--- config.mk ---
export PLATFORM = sky130hd
export DESIGN_NAME = tap_controller
export DESIGN_NICKNAME = d
export VERILOG_FILES = /design/src/shared/tap_pkg.sv /design/src/hw/tap_controller.sv /design/src/hw/pin_sync.sv
export SDC_FILE = /design/constraint.sdc
export NUM_CORES = 1
export LEC_CHECK = 0
export BUFFER_PORTS_ARGS = -buffer_cell sky130_fd_sc_hd__buf_2
export CAP_MARGIN = 40
export CORE_MARGIN = 4
export CORE_UTILIZATION = 40
export CTS_BUF_LIST = sky130_fd_sc_hd__clkbuf_4
export DETAILED_ROUTE_END_ITERATION = 7
export HOLD_SLACK_MARGIN = 0.02
export PLACE_DENSITY = 0.61
export SYNTH_ARGS = -nofsm -noshare
export SYNTH_HDL_FRONTEND = slang
export SYNTH_HIERARCHICAL = 1
export SYNTH_SLANG_ARGS = --single-unit
export TNS_END_PERCENT = 20
--- constraint.sdc ---
create_clock -name clk -period 2.5 [get_ports clk]
set_input_delay 0.5 -clock clk [delete_from_list [all_inputs] [get_ports clk]]
set_output_delay 0.5 -clock clk [all_outputs]
set_load 0.02 [all_outputs]
--- src/shared/tap_pkg.sv ---
// Purpose: Shared constants and types for the test access port logic
// Assumes: Six-bit instruction register, 32-bit identification value
// Notes:   Opcodes limited to those this block decodes, plus SAMPLE, which it runs as bypass
package tap_pkg;

  localparam int IR_WIDTH = 6;
  localparam int ID_WIDTH = 32;

  localparam logic [IR_WIDTH-1:0] OP_EXTEST   = 6'h00;
  localparam logic [IR_WIDTH-1:0] OP_SAMPLE   = 6'h01;
  localparam logic [IR_WIDTH-1:0] OP_IDCODE   = 6'h02;
  localparam logic [IR_WIDTH-1:0] OP_HIGHZ    = 6'h03;
  localparam logic [IR_WIDTH-1:0] OP_VALIDATE = 6'h2D;
  localparam logic [IR_WIDTH-1:0] OP_CLAMP    = 6'h3E;
  localparam logic [IR_WIDTH-1:0] OP_BYPASS   = 6'h3F;

  // Field positions of the identification value
  localparam int ID_ONE_BIT      = 0;
  localparam int ID_MAKER_LSB    = 1;
  localparam int ID_MAKER_WIDTH  = 11;
  localparam int ID_PART_LSB     = 12;
  localparam int ID_PART_WIDTH   = 16;
  localparam int ID_REV_LSB      = 28;
  localparam int ID_REV_WIDTH    = 4;

  // Consecutive TMS-high rising edges that always reach reset
  localparam logic [2:0] TMS_RESET_COUNT = 3'h5;

  // Reset value of synchronised pins: trst_n low, tck low, tms/tdi high
  localparam logic [3:0] PIN_RESET = 4'h3;

  typedef enum logic [3:0] {
    ST_EXIT2_DR      = 4'b0000,
    ST_EXIT1_DR      = 4'b0001,
    ST_SHIFT_DR      = 4'b0010,
    ST_PAUSE_DR      = 4'b0011,
    ST_SELECT_IR     = 4'b0100,
    ST_UPDATE_DR     = 4'b0101,
    ST_CAPTURE_DR    = 4'b0110,
    ST_SELECT_DR     = 4'b0111,
    ST_EXIT2_IR      = 4'b1000,
    ST_EXIT1_IR      = 4'b1001,
    ST_SHIFT_IR      = 4'b1010,
    ST_PAUSE_IR      = 4'b1011,
    ST_RUN_IDLE      = 4'b1100,
    ST_UPDATE_IR     = 4'b1101,
    ST_CAPTURE_IR    = 4'b1110,
    ST_LOGIC_RESET   = 4'b1111
  } tap_state_e;

  typedef struct packed {
    logic trst_n;
    logic tck;
    logic tms;
    logic tdi;
  } tap_pins_s;

  typedef struct packed {
    logic [ID_REV_WIDTH-1:0]   revision;
    logic [ID_PART_WIDTH-1:0]  part_code;
    logic [ID_MAKER_WIDTH-1:0] maker_code_field;
    logic                      fixed_one;
  } id_value_s;

endpackage

--- src/hw/tap_controller.sv ---
// Purpose: Test access port with bypass, clamp, identification, capture
// Assumes: Test pins sampled by clk, well above the test clock rate
// Notes:   Boundary cells lie outside; only hold/high-z controls leave
//
// Functional notes
// - Bypass sends TDI to TDO through one register, one shift of delay.
// - Capture-DR loads zero into the bypass register when it is selected.
// - Clamp holds boundary outputs and scans through the bypass register.
// - TAP reset by TRST low or five TMS-high clocks loads identification.
// - The identification value ends in a one, shifted out first.
// - A bypass register exists and is not the default after reset.
// - Identification shifts out 32 bits, least significant bit first.
// - Identification holds one, maker code, part code and revision.
// - Capture-IR loads the capture pattern whose low bits are 01.
// - Six-bit instruction shifts in, takes effect only at Update-IR.
// - Bypass is all six bits set and selects the bypass path.
// - Identification is 000010 and selects the identification register.
// - Clamp is 111110, holds outputs as extest, scans through bypass.
`timescale 1ns/1ps
module tap_controller #(
  parameter logic [10:0] MAKER_CODE = 11'h2A5,  // Arbitrary value
  parameter logic [15:0] PART_CODE  = 16'h5A3C, // Arbitrary value
  parameter logic [3:0]  REVISION   = 4'h1      // Arbitrary value
) (
  input  wire logic                         clk,
  input  wire logic                         reset_n,
  input  wire logic                         tck,
  input  wire logic                         tms,
  input  wire logic                         tdi,
  input  wire logic                         trst_n,
  output logic                              tdo,
  output logic                              tdo_oe_n,
  output logic [tap_pkg::IR_WIDTH-1:0]      instruction,
  output logic                              boundary_hold,
  output logic                              boundary_highz
);

  ////////////////////////////////////////////////////////////////////////
  // Reset release and pin sampling
  logic                rst_meta;
  logic                rst_sync_n;
  tap_pkg::tap_pins_s  pins;
  logic [3:0]          pins_raw;

  always_ff @(posedge clk or negedge reset_n) begin
    if (!reset_n) begin
      rst_meta   <= 1'b0;
      rst_sync_n <= 1'b0;
    end else begin
      rst_meta   <= 1'b1;
      rst_sync_n <= rst_meta;
    end
  end

  pin_sync #(
    .WIDTH       (4),
    .RESET_VALUE (tap_pkg::PIN_RESET)
  ) u_pin_sync (
    .clk    (clk),
    .rst_n  (rst_sync_n),
    .pin_in ({trst_n, tck, tms, tdi}),
    .level  (pins_raw)
  );

  assign pins = tap_pkg::tap_pins_s'(pins_raw);

  ////////////////////////////////////////////////////////////////////////
  // Identification value
  localparam tap_pkg::id_value_s ID_VALUE = '{
    revision:         REVISION,
    part_code:        PART_CODE,
    maker_code_field: MAKER_CODE,
    fixed_one:        1'b1
  };

  ////////////////////////////////////////////////////////////////////////
  // TAP state walk
  function automatic tap_pkg::tap_state_e step(
    input tap_pkg::tap_state_e s,
    input logic                m
  );
    unique case (s)
      tap_pkg::ST_LOGIC_RESET: step = m ? tap_pkg::ST_LOGIC_RESET
                                        : tap_pkg::ST_RUN_IDLE;
      tap_pkg::ST_RUN_IDLE:    step = m ? tap_pkg::ST_SELECT_DR
                                        : tap_pkg::ST_RUN_IDLE;
      tap_pkg::ST_SELECT_DR:   step = m ? tap_pkg::ST_SELECT_IR
                                        : tap_pkg::ST_CAPTURE_DR;
      tap_pkg::ST_CAPTURE_DR:  step = m ? tap_pkg::ST_EXIT1_DR
                                        : tap_pkg::ST_SHIFT_DR;
      tap_pkg::ST_SHIFT_DR:    step = m ? tap_pkg::ST_EXIT1_DR
                                        : tap_pkg::ST_SHIFT_DR;
      tap_pkg::ST_EXIT1_DR:    step = m ? tap_pkg::ST_UPDATE_DR
                                        : tap_pkg::ST_PAUSE_DR;
      tap_pkg::ST_PAUSE_DR:    step = m ? tap_pkg::ST_EXIT2_DR
                                        : tap_pkg::ST_PAUSE_DR;
      tap_pkg::ST_EXIT2_DR:    step = m ? tap_pkg::ST_UPDATE_DR
                                        : tap_pkg::ST_SHIFT_DR;
      tap_pkg::ST_UPDATE_DR:   step = m ? tap_pkg::ST_SELECT_DR
                                        : tap_pkg::ST_RUN_IDLE;
      tap_pkg::ST_SELECT_IR:   step = m ? tap_pkg::ST_LOGIC_RESET
                                        : tap_pkg::ST_CAPTURE_IR;
      tap_pkg::ST_CAPTURE_IR:  step = m ? tap_pkg::ST_EXIT1_IR
                                        : tap_pkg::ST_SHIFT_IR;
      tap_pkg::ST_SHIFT_IR:    step = m ? tap_pkg::ST_EXIT1_IR
                                        : tap_pkg::ST_SHIFT_IR;
      tap_pkg::ST_EXIT1_IR:    step = m ? tap_pkg::ST_UPDATE_IR
                                        : tap_pkg::ST_PAUSE_IR;
      tap_pkg::ST_PAUSE_IR:    step = m ? tap_pkg::ST_EXIT2_IR
                                        : tap_pkg::ST_PAUSE_IR;
      tap_pkg::ST_EXIT2_IR:    step = m ? tap_pkg::ST_UPDATE_IR
                                        : tap_pkg::ST_SHIFT_IR;
      tap_pkg::ST_UPDATE_IR:   step = m ? tap_pkg::ST_SELECT_DR
                                        : tap_pkg::ST_RUN_IDLE;
    endcase
  endfunction

  ////////////////////////////////////////////////////////////////////////
  tap_pkg::tap_state_e          state,    next_state;
  logic [tap_pkg::IR_WIDTH-1:0] ir_shift, next_ir_shift;
  logic [tap_pkg::IR_WIDTH-1:0] next_instruction;
  logic                         bypass,   next_bypass;
  logic [tap_pkg::ID_WIDTH-1:0] id_shift, next_id_shift;
  logic                         tck_prev;
  logic                         next_tdo, next_tdo_oe_n;
  logic [2:0]                   tms_cnt,  next_tms_cnt;
  logic                         tck_rise, tck_fall, sel_id;
  logic                         id_first, next_id_first;

  assign tck_rise = pins.tck & ~tck_prev;
  assign tck_fall = ~pins.tck & tck_prev;
  assign sel_id   = (instruction == tap_pkg::OP_IDCODE);

  always_comb begin
    next_state       = state;
    next_ir_shift    = ir_shift;
    next_instruction = instruction;
    next_bypass      = bypass;
    next_id_shift    = id_shift;
    next_tdo         = tdo;
    next_tdo_oe_n    = tdo_oe_n;
    next_tms_cnt     = tms_cnt;
    if (!pins.trst_n) begin
      next_state    = tap_pkg::ST_LOGIC_RESET;
      next_tdo_oe_n = 1'b1;
      next_tms_cnt  = '0;
    end else begin
      if (tck_rise) begin
        next_state   = step(state, pins.tms);
        next_tms_cnt = !pins.tms ? 3'h0 :
                       (tms_cnt == tap_pkg::TMS_RESET_COUNT) ? tms_cnt :
                       tms_cnt + 3'h1;
        unique case (state)
          tap_pkg::ST_CAPTURE_DR: begin
            next_bypass   = 1'b0;
            next_id_shift = ID_VALUE;
          end
          tap_pkg::ST_SHIFT_DR: begin
            if (sel_id) begin
              next_id_shift = {pins.tdi, id_shift[tap_pkg::ID_WIDTH-1:1]};
            end else begin
              next_bypass = pins.tdi;
            end
          end
          tap_pkg::ST_CAPTURE_IR: begin
            next_ir_shift = tap_pkg::OP_VALIDATE;
          end
          tap_pkg::ST_SHIFT_IR: begin
            next_ir_shift = {pins.tdi, ir_shift[tap_pkg::IR_WIDTH-1:1]};
          end
          tap_pkg::ST_UPDATE_IR: begin
            next_instruction = ir_shift;
          end
          default: ;
        endcase
      end
      // TDO changes on the falling edge so the far end samples it stable
      if (tck_fall) begin
        next_tdo_oe_n = !(state == tap_pkg::ST_SHIFT_DR ||
                          state == tap_pkg::ST_SHIFT_IR);
        if (state == tap_pkg::ST_SHIFT_IR) begin
          next_tdo = ir_shift[0];
        end else if (sel_id) begin
          next_tdo = id_shift[0];
        end else begin
          next_tdo = bypass;
        end
      end
    end
    if (next_state == tap_pkg::ST_LOGIC_RESET) begin
      next_instruction = tap_pkg::OP_IDCODE;
    end
  end

  always_ff @(posedge clk or negedge rst_sync_n) begin
    if (!rst_sync_n) begin
      state          <= tap_pkg::ST_LOGIC_RESET;
      ir_shift       <= tap_pkg::OP_IDCODE;
      instruction    <= tap_pkg::OP_IDCODE;
      bypass         <= 1'b0;
      id_shift       <= '0;
      tck_prev       <= 1'b0;
      tdo            <= 1'b0;
      tdo_oe_n       <= 1'b1;
      tms_cnt        <= '0;
      id_first       <= 1'b0;
      boundary_hold  <= 1'b0;
      boundary_highz <= 1'b0;
    end else begin
      state          <= next_state;
      ir_shift       <= next_ir_shift;
      instruction    <= next_instruction;
      bypass         <= next_bypass;
      id_shift       <= next_id_shift;
      tck_prev       <= pins.tck;
      tdo            <= next_tdo;
      tdo_oe_n       <= next_tdo_oe_n;
      tms_cnt        <= next_tms_cnt;
      id_first       <= next_id_first;
      boundary_hold  <= (next_instruction == tap_pkg::OP_CLAMP) ||
                        (next_instruction == tap_pkg::OP_EXTEST);
      boundary_highz <= (next_instruction == tap_pkg::OP_HIGHZ);
    end
  end

  // Pending first fall after an identification capture; test reset drops it
  assign next_id_first = (id_first && !tck_fall && pins.trst_n) ||
                         (tck_rise && pins.trst_n && sel_id &&
                          state == tap_pkg::ST_CAPTURE_DR);
endmodule

--- src/hw/pin_sync.sv ---
// Purpose: Three-stage synchroniser with agreement filter for test pins
// Assumes: Inputs are asynchronous to clk
// Notes:   Level changes only when stages two and three agree
`timescale 1ns/1ps
module pin_sync #(
  parameter int               WIDTH       = 4,
  parameter logic [WIDTH-1:0] RESET_VALUE = '0
) (
  input  wire logic             clk,
  input  wire logic             rst_n,
  input  wire logic [WIDTH-1:0] pin_in,
  output logic      [WIDTH-1:0] level
);

  logic [WIDTH-1:0] stage1;
  logic [WIDTH-1:0] stage2;
  logic [WIDTH-1:0] stage3;
  logic [WIDTH-1:0] next_level;

  ////////////////////////////////////////////////////////////////////////
  always_comb begin
    for (int i = 0; i < WIDTH; i++) begin
      next_level[i] = (stage2[i] == stage3[i]) ? stage3[i] : level[i];
    end
  end

  // Stage one feeds stage two only, to contain metastability
  always_ff @(posedge clk or negedge rst_n) begin
    if (!rst_n) begin
      stage1 <= RESET_VALUE;
      stage2 <= RESET_VALUE;
      stage3 <= RESET_VALUE;
      level  <= RESET_VALUE;
    end else begin
      stage1 <= pin_in;
      stage2 <= stage1;
      stage3 <= stage2;
      level  <= next_level;
    end
  end

endmodule

==> impl_metrics.yaml <==
outcome:
  status: "complete, no violations"
global_routing:
  grt_max_degree: 36
  grt_pass1_vias: 2006
  grt-ovfl-total: 0
  grt_pass1_wl_um: 9270
  antenna_found_initial: 0
  gr-usage-all-layers_pct: 13.4
detailed_routing:
  postRouteAntennaNets: 0
  via_per_inst: 4.89
  drtIter0Drc: 114
  avgRoutedWirePerCell_um: 12.2
  drc: 0
  vias: 2000
  wirelength_um: 5010
  dr.pass1.iters: 4
clocking:
  ctsRootBufferMaster: "clkbuf_4"
  cts_resized: 0
  tritoncts: "done"
  cts_made_buffers: 9
  clock-sinks: 72
  postCtsSetupRepairBufs: 0
  clock_latency_ns: 0.40
  ctsHoldBuffers: 1
  clkTransAtPathRegs_ns: 0.11
  htreeDepth: 3
  clockBufferDepth: 2
worst_setup_path:
  cp_slowest_stage_delay_ns: 0.68
  crit_fanout: 14
  cp.required_ns: 2.82
  rr_startpoint: "state[2]"
  crit_path_top_delay_cell: "dfstp_2"
  worstSetupPathType: "register to register"
  ff2ff_setup_slack_ns: 0.45
  critPathBufInv: 0
  startpoint_type: "register"
  crit_chain: "nor4bb_1, mux2_2, a21boi_2, o211a_4, a211o_1"
  endpoint_kind: "register"
  critPathTopFamily: "flip-flops"
  reg2reg_to: "instruction[1]"
  rr_worst_depth: 5
  cp.arrival_ns: 2.37
worst_hold_path:
  hp-class: "register to async pin"
yosys:
  yosysSeqAreaShare_pct: 61.8
  synth_edf_count: 0
  syn-cell-area_mm2: 0.00295
  syn_avg_cell_area_um2: 10.4
  synth_top_area_share_pct: 48.4
  synth_most_common_cell: "nand2_1"
  ys_top_cells_by_area: "dfrtp_1, dfstp_2, nand2_1"
  yosys.area.top_type: "dfrtp_1"
  synthCells: 284
  ys_async_sr_fraction_pct: 100
  synth_flop_cell: "dfrtp_1"
  synth.distinct_cells: 45
  synth-seq-cells: 72
  yosys_warnings: 6
  synthTopCellsByCount: "nand2_1, dfrtp_1, nand3_1"
  synthesis.nets: 290
floorplanning:
  core_area_mm2: 0.00721
  pin_count: 16
  die_y_um: 93.8
  fp.dieW_um: 93.8
  start_util_pct: 40.8
  rows: 31
  die-area_mm2: 0.00880
pwr:
  p_int_mw: 1.56
  p_seq_share_pct: 62.1
  p_leak_nw: 1.58
  powerDensity_mw_per_mm2: 655
  p_sw_mw: 0.573
  swShare_pct: 26.8
  clkPwrFrac_pct: 28.8
  power_mw: 2.14
  peakVddDrop_mv: 0.420
  pwr-share-comb_pct: 9.1
timing:
  rsz0062_at_grt: "false"
  worstMarginPinSlew_ns: 0.591
  max_freq_mhz: 488
  setup_tns_ns: 0
  fin_ws_ns: 0.449
  post-route-min-period_ns: 2.05
  slew_viol_final: 0
  slew_headroom_pct: 60.6
  timing.hold.ws_ns: 0.0772
  finalHoldViolCount: 0
  min_period_over_period_pct: 82.0
  setup_viol: 0
  fin_skew_ns: 0.0183
place:
  portBuffers: 15
  gp_congestion: 0.835
  dp_slack_ns: 0.486
  detailed_place_hpwl_um: 3280
finish:
  layout-drive-gt1-share_pct: 21.3
  utilization_pct: 45.2
  syn2layout_area_growth_pct: 10.7
  num-nets-final: 311
  diodes: 0
run:
  drv_cap: 0
worst reg2reg max path, stage by stage, from the launching register on:
cell and delay (ns):
dfstp_2 0.68, nor4bb_1 0.34, mux2_2 0.39, a21boi_2 0.16
o211a_4 0.18, a211o_1 0.23
cells in the final DEF (no fill, tap or decap), drive strengths merged, types with 2 or more instances in the layout:
cell and instances:
or3 2, a21oi 5, nor2b 3, clkinv 3, nor2 15, nand3b 2
maj3 4, nand2b 4, o211ai 2, nand2 71, dfrtp 57, inv 7
clkbuf 12, nor3 5, nand3 22, a31oi 4, mux2i 7, or2 2
buf 22, o21ai 27, dfstp 15, clkinvlp 2
worst max path at each step:
stage,startpoint,end,slack (ns),depth (start not counted)
floorplan,rst_sync_n,boundary_highz,0.37,0
global placement,state[2],instruction[1],0.45,5
detailed placement,state[2],instruction[1],0.49,5
CTS,state[2],instruction[1],0.44,5
global route,state[2],instruction[1],0.27,5
finish,state[2],instruction[1],0.45,5
state kept, by name (all words and copies together), names as in the netlist:
| register | cells |
|---|---|
| rst_meta | 1 |
| u_pin_sync/stage2 | 4 |
| rst_sync_n | 1 |
| tdo | 1 |
| boundary_highz | 1 |
| id_shift | 32 |
| state | 4 |
| u_pin_sync/stage3 | 4 |
| u_pin_sync/level | 4 |
| tdo_oe_n | 1 |
| tck_prev | 1 |
| ir_shift | 6 |
| u_pin_sync/stage1 | 4 |
| instruction | 6 |
| boundary_hold | 1 |
| bypass | 1 |
per-stage QoR:
stage	cells	instance area, um2
after CTS	409	3260
after floorplan	284	2950
after detailed placement	392	3140
after global routing	409	3260
after global placement	391	3120
final	409	3260
routing by layer:
metal	vias up	routed length (um)	track usage [%]
met1	948	2520	18.0
met2	37	2190	20.5
met3	9	177	2.88
met5	-	0	0
met4	0	121	6.86
li1	1006	-	-
cell type report:
type                            instances  area, um2
Timing Repair Buffer                   23        145
Multi-Input combinational cell        191       1030
Fill cell                             723       3950
Clock inverter                          4       23.8
Tap cell                               99        124
Inverter                                8       30.0
Sequential cell                        72       1820
Clock buffer                           12       90.1
logic make-up (layout without fill, tap and decap cells):
kind of cell / count (synthesis) / in the layout / synth area share [%]
AO/OA/AOI/OAI: 46 / 46 / 9.81
adder cells (fa/ha/maj): 4 / 4 / 1.53
AND/OR/NAND/NOR: 132 / 132 / 20.7
multiplexers: 8 / 8 / 2.76
buffers and inverters: 21 / 47 / 3.31
flip-flops: 72 / 72 / 61.8
other: 1 / 1 / 0.127
power groups by stage:
stage / sequential, mW / combinational [mW] / clock (mW)
finish: 1.33 / 0.194 / 0.616
global route: 1.34 / 0.226 / 0.702
CTS: 1.33 / 0.199 / 0.648
detailed placement: 1.35 / 0.197 / 0
global placement: 1.35 / 0.194 / 0
floorplan: 1.34 / 0.136 / 0
Note: power is estimated with default switching activity, not from simulation.
